==> src/rtl/timer_pkg.sv <==
// Constants for the sixteen-bit timer/counter block
package timer_pkg;
  // ----------------------------------------------------------------
  // Register byte addresses
  // ----------------------------------------------------------------
  localparam logic [4:0] ADDR_CONTROL = 5'h00;
  localparam logic [4:0] ADDR_COUNT_LOW = 5'h04;
  localparam logic [4:0] ADDR_COUNT_HIGH = 5'h08;
  localparam logic [4:0] ADDR_IRQ_STATUS = 5'h0C;
  localparam logic [4:0] ADDR_IRQ_MASK = 5'h10;
  // ----------------------------------------------------------------
  // Control field positions
  // ----------------------------------------------------------------
  localparam int BIT_RUN = 0;
  localparam int BIT_SOURCE = 1;
  localparam int BIT_ASYNC = 2;
  localparam int BIT_OSC_EN = 3;
  localparam int BIT_DIV_LO = 4;
  localparam int BIT_DIV_HI = 5;
  localparam int BIT_SYSCLK = 6;
  localparam int BIT_WIDE = 7;
  localparam int BIT_OVERFLOW = 0;
  localparam logic [7:0] CONTROL_RESET = 8'h00;
  localparam logic [7:0] CONTROL_WRITE_MASK = 8'hBF;
  localparam logic [15:0] COUNT_RESET = 16'h0000;
  localparam logic [15:0] COUNT_MAX = 16'hFFFF;
  // ----------------------------------------------------------------
  // Timing
  // ----------------------------------------------------------------
  localparam int CLOCKS_PER_INSTR = 4;
  localparam logic [1:0] INSTR_LAST = 2'(CLOCKS_PER_INSTR - 1);
  localparam logic [1:0] RESP_OKAY = 2'h0;
  localparam logic [1:0] RESP_SLVERR = 2'h2;

  typedef enum {REG_CONTROL, REG_LOW, REG_HIGH, REG_STATUS, REG_MASK, REG_NONE} reg_sel_type;
endpackage

==> src/rtl/sixteen_bit_counter.sv <==
// Sixteen-bit timer/counter with AXI4-Lite register access
module sixteen_bit_counter
  import timer_pkg::*;
(
  input wire logic clk,
  input wire logic rst,
  input wire logic [4:0] awaddr,
  input wire logic awvalid,
  output logic awready,
  input wire logic [31:0] wdata,
  input wire logic [3:0] wstrb,
  input wire logic wvalid,
  output logic wready,
  output logic [1:0] bresp,
  output logic bvalid,
  input wire logic bready,
  input wire logic [4:0] araddr,
  input wire logic arvalid,
  output logic arready,
  output logic [31:0] rdata,
  output logic [1:0] rresp,
  output logic rvalid,
  input wire logic rready,
  input wire logic externalCountInput,
  input wire logic oscInputPin,
  input wire logic sysclkFromOscIn,
  input wire logic [1:0] portCDirection,
  input wire logic [1:0] oscPinLevel,
  output logic oscOutputPin,
  output logic oscOutputEnable,
  output logic [1:0] pinDirectionOut,
  output logic [1:0] pinReadValue,
  output logic irq
);
  // ----------------------------------------------------------------
  // Address decode
  // ----------------------------------------------------------------
  function automatic reg_sel_type decodeAddr(input logic [4:0] addr);
    if (addr == ADDR_CONTROL) begin
      return REG_CONTROL;
    end else if (addr == ADDR_COUNT_LOW) begin
      return REG_LOW;
    end else if (addr == ADDR_COUNT_HIGH) begin
      return REG_HIGH;
    end else if (addr == ADDR_IRQ_STATUS) begin
      return REG_STATUS;
    end else if (addr == ADDR_IRQ_MASK) begin
      return REG_MASK;
    end else begin
      return REG_NONE;
    end
  endfunction

  logic [7:0] control_reg;
  logic [15:0] count_reg;
  logic [7:0] highBuffer_reg;
  logic [2:0] divCount_reg;
  logic [1:0] instrCount_reg;
  logic status_reg;
  logic mask_reg;
  logic [4:0] syncA_reg;
  logic [4:0] syncB_reg;
  logic edgeSeen_reg;
  logic awHeld_reg;
  logic wHeld_reg;
  logic [4:0] awAddr_reg;
  logic [7:0] wByte_reg;
  logic wLane_reg;

  // ----------------------------------------------------------------
  // Input synchronizers
  // ----------------------------------------------------------------
  // Bits: 0 external pin, 1 oscillator, 2 sysclk status, 4:3 pin levels
  wire [4:0] rawIn = {oscPinLevel, sysclkFromOscIn, oscInputPin, externalCountInput};
  always_ff @(posedge clk or posedge rst) begin
    if (rst) begin
      syncA_reg <= 5'h00;
      syncB_reg <= 5'h00;
    end else begin
      syncA_reg <= rawIn;
      syncB_reg <= syncA_reg;
    end
  end

  wire runEnable = control_reg[BIT_RUN];
  wire sourceExternal = control_reg[BIT_SOURCE];
  wire oscEnable = control_reg[BIT_OSC_EN];
  wire wideMode = control_reg[BIT_WIDE];
  wire [1:0] divSelect = control_reg[BIT_DIV_HI:BIT_DIV_LO];

  // ----------------------------------------------------------------
  // Count source
  // ----------------------------------------------------------------
  // Oscillator replaces the pin as the external source when enabled
  wire extLevel = oscEnable ? syncB_reg[1] : syncB_reg[0];
  // One clock only: both sync settings see the synchronized edge
  wire extEdge = extLevel && !edgeSeen_reg;
  wire instrTick = (instrCount_reg == INSTR_LAST);
  wire rawTick = sourceExternal ? extEdge : instrTick;
  wire [2:0] divLast = 3'((4'h1 << divSelect) - 4'h1);
  wire divTick = runEnable && rawTick && (divCount_reg == divLast);
  // Ratio change keeps the old divider count
  // A low write realigns it before counting resumes

  always_ff @(posedge clk or posedge rst) begin
    if (rst) begin
      edgeSeen_reg <= 1'b0;
      instrCount_reg <= 2'h0;
    end else begin
      edgeSeen_reg <= extLevel;
      instrCount_reg <= instrCount_reg + 2'h1;
    end
  end

  // ----------------------------------------------------------------
  // AXI4-Lite write side
  // ----------------------------------------------------------------
  wire awTake = awvalid && awready;
  wire wTake = wvalid && wready;
  wire doWrite = awHeld_reg && wHeld_reg && !bvalid;
  reg_sel_type wrSel;
  assign wrSel = decodeAddr(awAddr_reg);
  wire wrLane = wLane_reg;
  wire writeCtrl = doWrite && wrLane && (wrSel == REG_CONTROL);
  wire writeLow = doWrite && wrLane && (wrSel == REG_LOW);
  wire writeHigh = doWrite && wrLane && (wrSel == REG_HIGH);
  wire writeStatus = doWrite && wrLane && (wrSel == REG_STATUS);
  wire writeMask = doWrite && wrLane && (wrSel == REG_MASK);
  wire countWrite = writeLow || (writeHigh && !wideMode);

  always_ff @(posedge clk or posedge rst) begin
    if (rst) begin
      awready <= 1'b1;
      wready <= 1'b1;
      awHeld_reg <= 1'b0;
      wHeld_reg <= 1'b0;
      awAddr_reg <= 5'h00;
      wByte_reg <= 8'h00;
      wLane_reg <= 1'b0;
      bvalid <= 1'b0;
      bresp <= RESP_OKAY;
    end else begin
      if (awTake) begin
        awAddr_reg <= awaddr;
        awHeld_reg <= 1'b1;
        awready <= 1'b0;
      end
      if (wTake) begin
        wByte_reg <= wdata[7:0];
        wLane_reg <= wstrb[0];
        wHeld_reg <= 1'b1;
        wready <= 1'b0;
      end
      if (doWrite) begin
        bvalid <= 1'b1;
        bresp <= (wrSel == REG_NONE) ? RESP_SLVERR : RESP_OKAY;
        awHeld_reg <= 1'b0;
        wHeld_reg <= 1'b0;
      end
      if (bvalid && bready) begin
        bvalid <= 1'b0;
        awready <= 1'b1;
        wready <= 1'b1;
      end
    end
  end

  // ----------------------------------------------------------------
  // AXI4-Lite read side
  // ----------------------------------------------------------------
  wire arTake = arvalid && arready;
  reg_sel_type rdSel;
  assign rdSel = decodeAddr(araddr);
  wire readLow = arTake && (rdSel == REG_LOW);
  // Status bit is live, never stored by a write
  wire [7:0] controlView = {control_reg[7], syncB_reg[2], control_reg[5:0]};
  wire [7:0] highView = wideMode ? highBuffer_reg : count_reg[15:8];
  wire [7:0] rdByte = (rdSel == REG_CONTROL) ? controlView :
                      (rdSel == REG_LOW) ? count_reg[7:0] :
                      (rdSel == REG_HIGH) ? highView :
                      (rdSel == REG_STATUS) ? {7'h00, status_reg} :
                      (rdSel == REG_MASK) ? {7'h00, mask_reg} : 8'h00;

  always_ff @(posedge clk or posedge rst) begin
    if (rst) begin
      arready <= 1'b1;
      rvalid <= 1'b0;
      rdata <= 32'h00000000;
      rresp <= RESP_OKAY;
    end else if (arTake) begin
      arready <= 1'b0;
      rvalid <= 1'b1;
      rdata <= {24'h000000, rdByte};
      rresp <= (rdSel == REG_NONE) ? RESP_SLVERR : RESP_OKAY;
    end else if (rvalid && rready) begin
      rvalid <= 1'b0;
      arready <= 1'b1;
    end
  end

  // ----------------------------------------------------------------
  // Control, count, buffer and divider
  // ----------------------------------------------------------------
  wire countInc = divTick && !countWrite;
  wire wrapEvent = countInc && (count_reg == COUNT_MAX);
  wire [15:0] countLoad = wideMode ? {highBuffer_reg, wByte_reg} :
                          {count_reg[15:8], wByte_reg};
  wire [15:0] count_next = writeLow ? countLoad :
                           (writeHigh && !wideMode) ? {wByte_reg, count_reg[7:0]} :
                           countInc ? count_reg + 16'h0001 : count_reg;

  always_ff @(posedge clk or posedge rst) begin
    if (rst) begin
      control_reg <= CONTROL_RESET;
      count_reg <= COUNT_RESET;
      highBuffer_reg <= 8'h00;
      divCount_reg <= 3'h0;
    end else begin
      if (writeCtrl) begin
        control_reg <= wByte_reg & CONTROL_WRITE_MASK;
      end
      count_reg <= count_next; // Software write beats an increment
      if (writeHigh && wideMode) begin
        highBuffer_reg <= wByte_reg;
      end else if (readLow && wideMode) begin
        highBuffer_reg <= count_reg[15:8];
      end
      if (writeLow) begin
        divCount_reg <= 3'h0;
      end else if (runEnable && rawTick) begin
        divCount_reg <= divTick ? 3'h0 : divCount_reg + 3'h1;
      end
    end
  end

  // ----------------------------------------------------------------
  // Interrupt
  // ----------------------------------------------------------------
  always_ff @(posedge clk or posedge rst) begin
    if (rst) begin
      status_reg <= 1'b0;
      mask_reg <= 1'b0;
      irq <= 1'b0;
    end else begin
      // Wrap in the clearing cycle still sets the flag
      status_reg <= wrapEvent || (status_reg && !(writeStatus && wByte_reg[BIT_OVERFLOW]));
      if (writeMask) begin
        mask_reg <= wByte_reg[BIT_OVERFLOW];
      end
      irq <= status_reg && mask_reg;
    end
  end

  // ----------------------------------------------------------------
  // Oscillator and pin control
  // ----------------------------------------------------------------
  // No power-mode input exists; only the run bit drops the output enable of an enabled oscillator
  always_ff @(posedge clk or posedge rst) begin
    if (rst) begin
      oscOutputPin <= 1'b0;
      oscOutputEnable <= 1'b0;
      pinDirectionOut <= 2'h3;
      pinReadValue <= 2'h0;
    end else begin
      oscOutputPin <= oscEnable && !syncB_reg[1];
      oscOutputEnable <= oscEnable && !runEnable;
      pinDirectionOut <= runEnable ? 2'h3 : portCDirection;
      pinReadValue <= runEnable ? 2'h0 : syncB_reg[4:3];
    end
  end
endmodule // sixteen_bit_counter

==> config.mk <==
export PLATFORM = sky130hd
export DESIGN_NAME = sixteen_bit_counter
export DESIGN_NICKNAME = d
export VERILOG_FILES = /design/src/rtl/timer_pkg.sv /design/src/rtl/sixteen_bit_counter.sv
export SDC_FILE = /design/constraint.sdc
export NUM_CORES = 1
export LEC_CHECK = 0
export ABC_AREA = 1
export BUFFER_PORTS_ARGS = -buffer_cell sky130_fd_sc_hd__buf_2
export CAP_MARGIN = 10
export CORE_MARGIN = 2
export CORE_UTILIZATION = 47
export DETAILED_ROUTE_END_ITERATION = 8
export PLACE_DENSITY = 0.71
export SLEW_MARGIN = 20
export SYNTH_ARGS = -nofsm -noshare
export SYNTH_HDL_FRONTEND = slang
export SYNTH_SLANG_ARGS = --single-unit
==> constraint.sdc <==
create_clock -name clk -period 2.9 [get_ports clk]
set_clock_uncertainty 0.05 [all_clocks]
set_input_delay 0.29 -clock clk [delete_from_list [all_inputs] [get_ports clk]]
set_output_delay 0.29 -clock clk [all_outputs]
set_load 0.02 [all_outputs]
-- Word-level counts from Yosys, hierarchy flattened
Index checks and enable logic that the tools add are counted.
- register bits after elaboration: 89
- input bits: 60
- output and inout bits: 48
- add/subtract/negate cells: 4
- eq/ne operators: 23
- shifts and indexed selects: 1
- multiplexer cells: 45
- reductions and logical operators: 52
- operator list (kind ; count):
    32-bit by 3-bit equality test with 1-bit output, second input constant ; 4
    32-bit by 4-bit equality test with 1-bit output, second input constant ; 4
    32-bit by 2-bit equality test with 1-bit output, second input constant ; 2
    32-bit zero test ; 2
    16-bit two-way mux ; 4
    8-bit two-way mux ; 6
    3-bit two-way mux ; 11
    1-bit logical AND ; 27
    5-bit by 4-bit equality test with 1-bit output, second input constant ; 4
    1-bit two-way mux ; 20
    2-bit nonzero test ; 9
    16-bit by 1-bit adder with 16-bit output, second input constant ; 1
    16-bit equality test, second input constant ; 1
    5-bit by 3-bit equality test with 1-bit output, second input constant ; 2
    5-bit equality test, second input constant ; 2
    5-bit zero test ; 2
    2-bit two-way mux ; 4
    1-bit zero test ; 7
    2-bit inequality test, second input constant ; 2
    2-bit AND reduction ; 2
    3-bit by 1-bit adder with 3-bit output, second input constant ; 1
    3-bit equality test ; 1
    3-bit nonzero test ; 1
    1-bit by 2-bit << shifter with 3-bit output, first input constant ; 1
    other kinds (4) ; 5

-- Logic depth before layout (Yosys ltp)
- depth after elaboration: 15
- depth in mapped cells: 12

-- Worst setup path before layout
OpenSTA, ideal clock, no wires.
- kind: register to register
- start: register bvalid
- end: register count_reg[0]
- arrival: 1.537 ns
- slack: 1.194 ns
- cell stages (with the launch flop): 10
- path buffers: 1
- cells stage by stage: dfrtp_1 inv_1 nand4_4 nor2_2 inv_2 nand2_4 o21ai_4 buf_6 nand2_2 o21ai_2
- cells in the longest elaborated chain, start to end: 10
- elaborated cells between the ends (all ways): 13
- those cells by class: eq/ne: 1; mux: 1; reduce/logical: 11
- RTL lines (item ; RTL line ; RTL):
    start: declaration ; sixteen_bit_counter.sv:15 ; output logic bvalid,
    start signal: assignment ; sixteen_bit_counter.sv:140 ; bvalid <= 1'b0;
    start signal: assignment ; sixteen_bit_counter.sv:155 ; bvalid <= 1'b1;
    start signal: assignment ; sixteen_bit_counter.sv:161 ; bvalid <= 1'b0;
    1-bit zero test (*) ; sixteen_bit_counter.sv:120 ; wire doWrite = awHeld_reg && wHeld_reg && !bvalid;
    1-bit logical AND (*) ; sixteen_bit_counter.sv:120 ;
    1-bit logical AND (*) ; sixteen_bit_counter.sv:125, sixteen_bit_counter.sv:126 ;
    1-bit logical AND ; sixteen_bit_counter.sv:126 ; wire writeHigh = doWrite && wrLane && (wrSel == REG_HIGH);
    1-bit logical AND ; sixteen_bit_counter.sv:129, sixteen_bit_counter.sv:209 ;
    1-bit logical OR ; sixteen_bit_counter.sv:129 ; wire countWrite = writeLow || (writeHigh && !wideMode);
    1-bit zero test ; sixteen_bit_counter.sv:204 ; wire countInc = divTick && !countWrite;
    1-bit logical AND ; sixteen_bit_counter.sv:204 ;
    2-bit nonzero test (no line) ; -- ;
    2-bit AND reduction (no line) ; -- ;
    end signal: assignment ; sixteen_bit_counter.sv:222 ; count_reg <= count_next;
    end: declaration ; sixteen_bit_counter.sv:55 ; logic [15:0] count_reg;
Mark *: on every way between the ends. The rest lies on a longest branch, timed or not.
A chain may end at the register's enable or synchronous reset.

-- Final worst setup path
- start: register arready
- end: register highBuffer_reg[7]
- cells in the longest elaborated chain, start to end: 4
- RTL lines (item ; RTL line ; RTL):
    start: declaration ; sixteen_bit_counter.sv:19 ; output logic arready,
    start signal: assignment ; sixteen_bit_counter.sv:186 ; arready <= 1'b1;
    start signal: assignment ; sixteen_bit_counter.sv:191 ; arready <= 1'b0;
    start signal: assignment ; sixteen_bit_counter.sv:197 ; arready <= 1'b1;
    1-bit logical AND ; sixteen_bit_counter.sv:171 ; wire arTake = arvalid && arready;
    1-bit logical AND ; sixteen_bit_counter.sv:174 ; wire readLow = arTake && (rdSel == REG_LOW);
    1-bit logical AND ; sixteen_bit_counter.sv:225 ; end else if (readLow && wideMode) begin
    2-bit nonzero test (no line) ; -- ;
    end signal: assignment ; sixteen_bit_counter.sv:224 ; highBuffer_reg <= wByte_reg;
    end signal: assignment ; sixteen_bit_counter.sv:226 ; highBuffer_reg <= count_reg[15:8];
    end: declaration ; sixteen_bit_counter.sv:56 ; logic [7:0] highBuffer_reg;
No other way between the ends.

==> flow_results.xml <==
<?xml version="1.0" encoding="UTF-8"?>
<metrics>
  <group name="synthesis">
    <metric name="post_synth_inst_count" unit="">572</metric>
    <metric name="synth_top_area_cell" unit="">sky130_fd_sc_hd__dfrtp_1</metric>
    <metric name="netlist-cell-type-count" unit="">41</metric>
    <metric name="synth_largest_type_area_fraction" unit="">0.445</metric>
    <metric name="synth-seq-cells" unit="">87</metric>
    <metric name="synth_enable_flop_cells" unit="">0</metric>
    <metric name="predominant_post_synthesis_flop_cell" unit="">sky130_fd_sc_hd__dfrtp_1</metric>
    <metric name="syn_avg_cell_area" unit="um2">8.06</metric>
    <metric name="ys_warn_count" unit="">0</metric>
    <metric name="synth.cell_area" unit="um2">4610</metric>
    <metric name="synth_sequential_area_ratio" unit="">0.474</metric>
    <metric name="netlist_top_cells_area" unit="">sky130_fd_sc_hd__dfrtp_1 45%, sky130_fd_sc_hd__nand2_1 12%, sky130_fd_sc_hd__o21ai_0 6.3%</metric>
    <metric name="synth_async_sr_flop_share" unit="">1.00</metric>
  </group>
  <group name="detailed_routing">
    <metric name="detail_route.iter0.violations" unit="">218</metric>
    <metric name="vias" unit="">3900</metric>
    <metric name="detail_route.wl_per_cell" unit="um">14.3</metric>
    <metric name="drtAntennaViolNets" unit="">0</metric>
    <metric name="avgViaCountPerCell" unit="">5.05</metric>
    <metric name="drc" unit="">0</metric>
    <metric name="totalWireLength" unit="um">11100</metric>
    <metric name="drt_pre_antenna_iters" unit="">4</metric>
  </group>
  <group name="power_and_ir_drop">
    <metric name="power" unit="W">0.00381</metric>
    <metric name="power.leakage" unit="nW">2.54</metric>
    <metric name="largest_vdd_supply_drop" unit="mV">0.401</metric>
    <metric name="power.density" unit="nW/um2">731</metric>
  </group>
  <group name="cts">
    <metric name="worst_setup_hold_path_clk_slew" unit="ns">0.09</metric>
    <metric name="post_cts_resized" unit="">0</metric>
    <metric name="tritoncts_clock_tree" unit="">done</metric>
    <metric name="clock_tree.buffer_depth" unit="">2</metric>
    <metric name="cts_num_sinks" unit="">87</metric>
    <metric name="worst_skew_late_latency" unit="ns">0.37</metric>
    <metric name="cts_inserted_buffers" unit="">9</metric>
    <metric name="cts-root-buf" unit="">sky130_fd_sc_hd__clkbuf_8</metric>
    <metric name="htree_num_levels" unit="">3</metric>
  </group>
  <group name="floorplan">
    <metric name="core_area" unit="um2">9640</metric>
    <metric name="start_util" unit="">0.478</metric>
    <metric name="num_io_pins" unit="">108</metric>
    <metric name="std_cell_rows" unit="">36</metric>
    <metric name="dieWidth" unit="um">103</metric>
    <metric name="chipHeight" unit="um">103</metric>
    <metric name="floorplan.die_area" unit="um2">10600</metric>
  </group>
  <group name="timing">
    <metric name="timing_worst_slew_pin_value" unit="ns">0.658</metric>
    <metric name="hold_slack" unit="ns">0.0248</metric>
    <metric name="setup-violations-final" unit="">0</metric>
    <metric name="finalHoldViolations" unit="">0</metric>
    <metric name="grt_setup_unrepaired" unit="">false</metric>
    <metric name="slew_violations" unit="">0</metric>
    <metric name="tns" unit="ns">0</metric>
    <metric name="timing.fmax" unit="GHz">0.453</metric>
    <metric name="post-route-worst-setup-slack" unit="ns">0.691</metric>
    <metric name="shortest_clock_period_the_worst_path_allows_after_layout" unit="ns">2.21</metric>
    <metric name="slew-limit-headroom" unit="">0.560</metric>
    <metric name="final_min_period_over_clock_period" unit="">0.762</metric>
  </group>
  <group name="layout">
    <metric name="antenna_cells" unit="">0</metric>
    <metric name="area_growth" unit="%">13.0</metric>
    <metric name="nets" unit="">698</metric>
    <metric name="num-fill-cells" unit="">918</metric>
    <metric name="largest_reg_flops" unit="">16</metric>
    <metric name="final-seq-area" unit="um2">2180</metric>
    <metric name="final_layout_size_suffix_gt1_frac" unit="">0.175</metric>
    <metric name="post_layout_inst_area" unit="um2">5210</metric>
    <metric name="area_occupied_by_multi_input_gates" unit="um2">1970</metric>
  </group>
  <group name="critical_path">
    <metric name="timing.critical_path.cells" unit="">nand2_1, inv_1, nand2_1, nor2_1, nand3_1, o221ai_1</metric>
    <metric name="critical_path_startpoint" unit="">arready$_DFFE_PP1P_</metric>
    <metric name="path_common_cell" unit="">sky130_fd_sc_hd__nand2_1</metric>
    <metric name="worst-path-buf-inv" unit="">1</metric>
    <metric name="cpLargestDelayFamily" unit="">simple AND/OR/NAND/NOR gates</metric>
    <metric name="regToRegStartpoint" unit="">arready$_DFFE_PP1P_</metric>
    <metric name="timing.critical_path.to_type" unit="">flip-flop</metric>
    <metric name="worstSetupStartpointType" unit="">flip-flop</metric>
    <metric name="critical_path_peak_fanout" unit="">18</metric>
    <metric name="required" unit="ns">3.13</metric>
    <metric name="critical_path_class" unit="">flip-flop to flip-flop</metric>
    <metric name="worst_ep_arrival_time" unit="ns">2.44</metric>
    <metric name="slowest_stage" unit="">sky130_fd_sc_hd__dfstp_2</metric>
    <metric name="timing.critical_path.slowest_cell_delay" unit="ns">0.55</metric>
  </group>
  <group name="grt">
    <metric name="first_global_vias" unit="">3788</metric>
    <metric name="gr-usage-all-layers" unit="">0.231</metric>
    <metric name="grt.overflow.total" unit="">0</metric>
    <metric name="first_pass_grt_wire_length" unit="um">18900</metric>
    <metric name="antenna_found_initial" unit="">0</metric>
    <metric name="pin_count_of_the_biggest_net_entering_global_routing" unit="">61</metric>
  </group>
  <group name="status">
    <metric name="outcome" unit="">completed</metric>
  </group>
  <group name="min_path">
    <metric name="hold_class" unit="">input port to flip-flop</metric>
    <metric name="hold_start" unit="">wvalid</metric>
  </group>
  <group name="placed_design">
    <metric name="place_hpwl" unit="um">8060</metric>
    <metric name="placed_area" unit="um2">4920</metric>
    <metric name="pre_cts_ws" unit="ns">0.761</metric>
    <metric name="port_buffers" unit="">54</metric>
    <metric name="place_congestion" unit="">0.951</metric>
  </group>
  <group name="run">
    <metric name="max_cap_check_violation_count" unit="">0</metric>
  </group>
</metrics>
[layout make-up]
| type | instances | share of cell area |
|---|---|---|
| sequential | 87 | 0.419 |
| multi-input combinational | 396 | 0.378 |
| timing repair buffer | 64 | 0.0716 |
| inverter | 77 | 0.0558 |
| tap | 133 | 0.0320 |
| clock buffer | 9 | 0.0238 |
| clock inverter | 7 | 0.0195 |
[worst register-to-register path, cell delays in order (launching register included)]
cell and delay (ns):
sky130_fd_sc_hd__dfstp_2 0.55, sky130_fd_sc_hd__nand2_1 0.31, sky130_fd_sc_hd__inv_1 0.27, sky130_fd_sc_hd__nand2_1 0.11, sky130_fd_sc_hd__nor2_1 0.53, sky130_fd_sc_hd__nand3_1 0.18, sky130_fd_sc_hd__o221ai_1 0.12
[layout by cell type (no fill, tap or decap), drive strengths merged]
cell type / count
clkinvlp: 1
xor2: 6
inv: 78
nor3: 4
a21oi: 12
o21ai: 66
buf: 58
bufinv: 2
nand4: 8
dfstp: 5
nand3: 48
o22ai: 7
nand2: 152
and2: 1
dlygate4sd3: 6
dfrtp: 82
xnor2: 1
a21boi: 1
nor2: 44
o221ai: 8
clkinv: 3
a31oi: 1
conb: 26
clkbuf: 9
or2: 2
o211ai: 3
ha: 3
o31ai: 2
o41ai: 1
[Yosys cell counts (4+ instances only)]
master and instances:
sky130_fd_sc_hd__a21oi_1 10, sky130_fd_sc_hd__nand4_1 7, sky130_fd_sc_hd__nand2_1 145, sky130_fd_sc_hd__o21ai_0 58, sky130_fd_sc_hd__dfstp_2 5, sky130_fd_sc_hd__o22ai_1 7
sky130_fd_sc_hd__inv_2 4, sky130_fd_sc_hd__clkbuf_1 6, sky130_fd_sc_hd__nand2_2 6, sky130_fd_sc_hd__buf_4 26, sky130_fd_sc_hd__o21ai_2 7, sky130_fd_sc_hd__o221ai_1 8
sky130_fd_sc_hd__xor2_1 6, sky130_fd_sc_hd__inv_1 72, sky130_fd_sc_hd__nand3_1 47, sky130_fd_sc_hd__nor2_1 39, sky130_fd_sc_hd__dfrtp_1 82
[report_power, final]
part / internal [W] / total, W / leakage [nW] / switching [W]
Clock: 0.000496 / 0.000970 / 0.112 / 0.000474
Sequential: 0.00150 / 0.00173 / 1.08 / 0.000226
Combinational: 0.000332 / 0.00111 / 1.35 / 0.000775
[worst paths after layout]
path,endpoint,slack [ns],cells after the start
worst min-delay path,wready$_DFFE_PP1P_,0.02,2
max in group asynchronous,arready$_DFFE_PP1P_,1.68,4
worst max-delay path,highBuffer_reg[7]$_DFFE_PP0P_,0.69,6
worst min register to register,syncB_reg[4]$_DFF_PP0_,0.31,0
min in group asynchronous,irq$_DFF_PP0_,0.42,3
worst max register to register,highBuffer_reg[7]$_DFFE_PP0P_,0.69,6
[per-stage QoR]
| stage | std cells | util |
|---|---|---|
| finish | 773 | 0.540 |
| global route | 773 | 0.540 |
| CTS | 773 | 0.540 |
| detailed placement | 751 | 0.511 |
| global placement | 751 | 0.511 |
| floorplan | 597 | - |
[kinds of logic (layout without fill, tap and decap cells)]
family | Yosys count | after routing | share of synthesized area
XOR/XNOR | 7 | 7 | 0.0133
flip-flops | 87 | 87 | 0.474
AO/OA/AOI/OAI | 101 | 101 | 0.136
adder cells (fa/ha/maj) | 3 | 3 | 0.00815
other | 1 | 26 | 0.000814
AND/OR/NAND/NOR | 259 | 259 | 0.248
buffers and inverters | 114 | 157 | 0.119
[routing by layer]
layer | wire [um] | share of wire | up-vias | GRT usage
met3 | 742 | 0.067 | 22 | 0.0434
met1 | 5020 | 0.45 | 1805 | 0.323
met5 | 0 | 0 | - | 0
met2 | 5080 | 0.46 | 145 | 0.357
li1 | - | - | 1928 | -
met4 | 241 | 0.022 | 0 | 0.0931
[timing repair]
| item | 4_1_cts | 5_1_grt |
|---|---|---|
| endpoints found under the hold margin | 30 | 0 |
| hold buffers | 6 | 0 |
| buffers inserted | 0 | 0 |
Note: power is estimated with default switching activity, not from simulation.
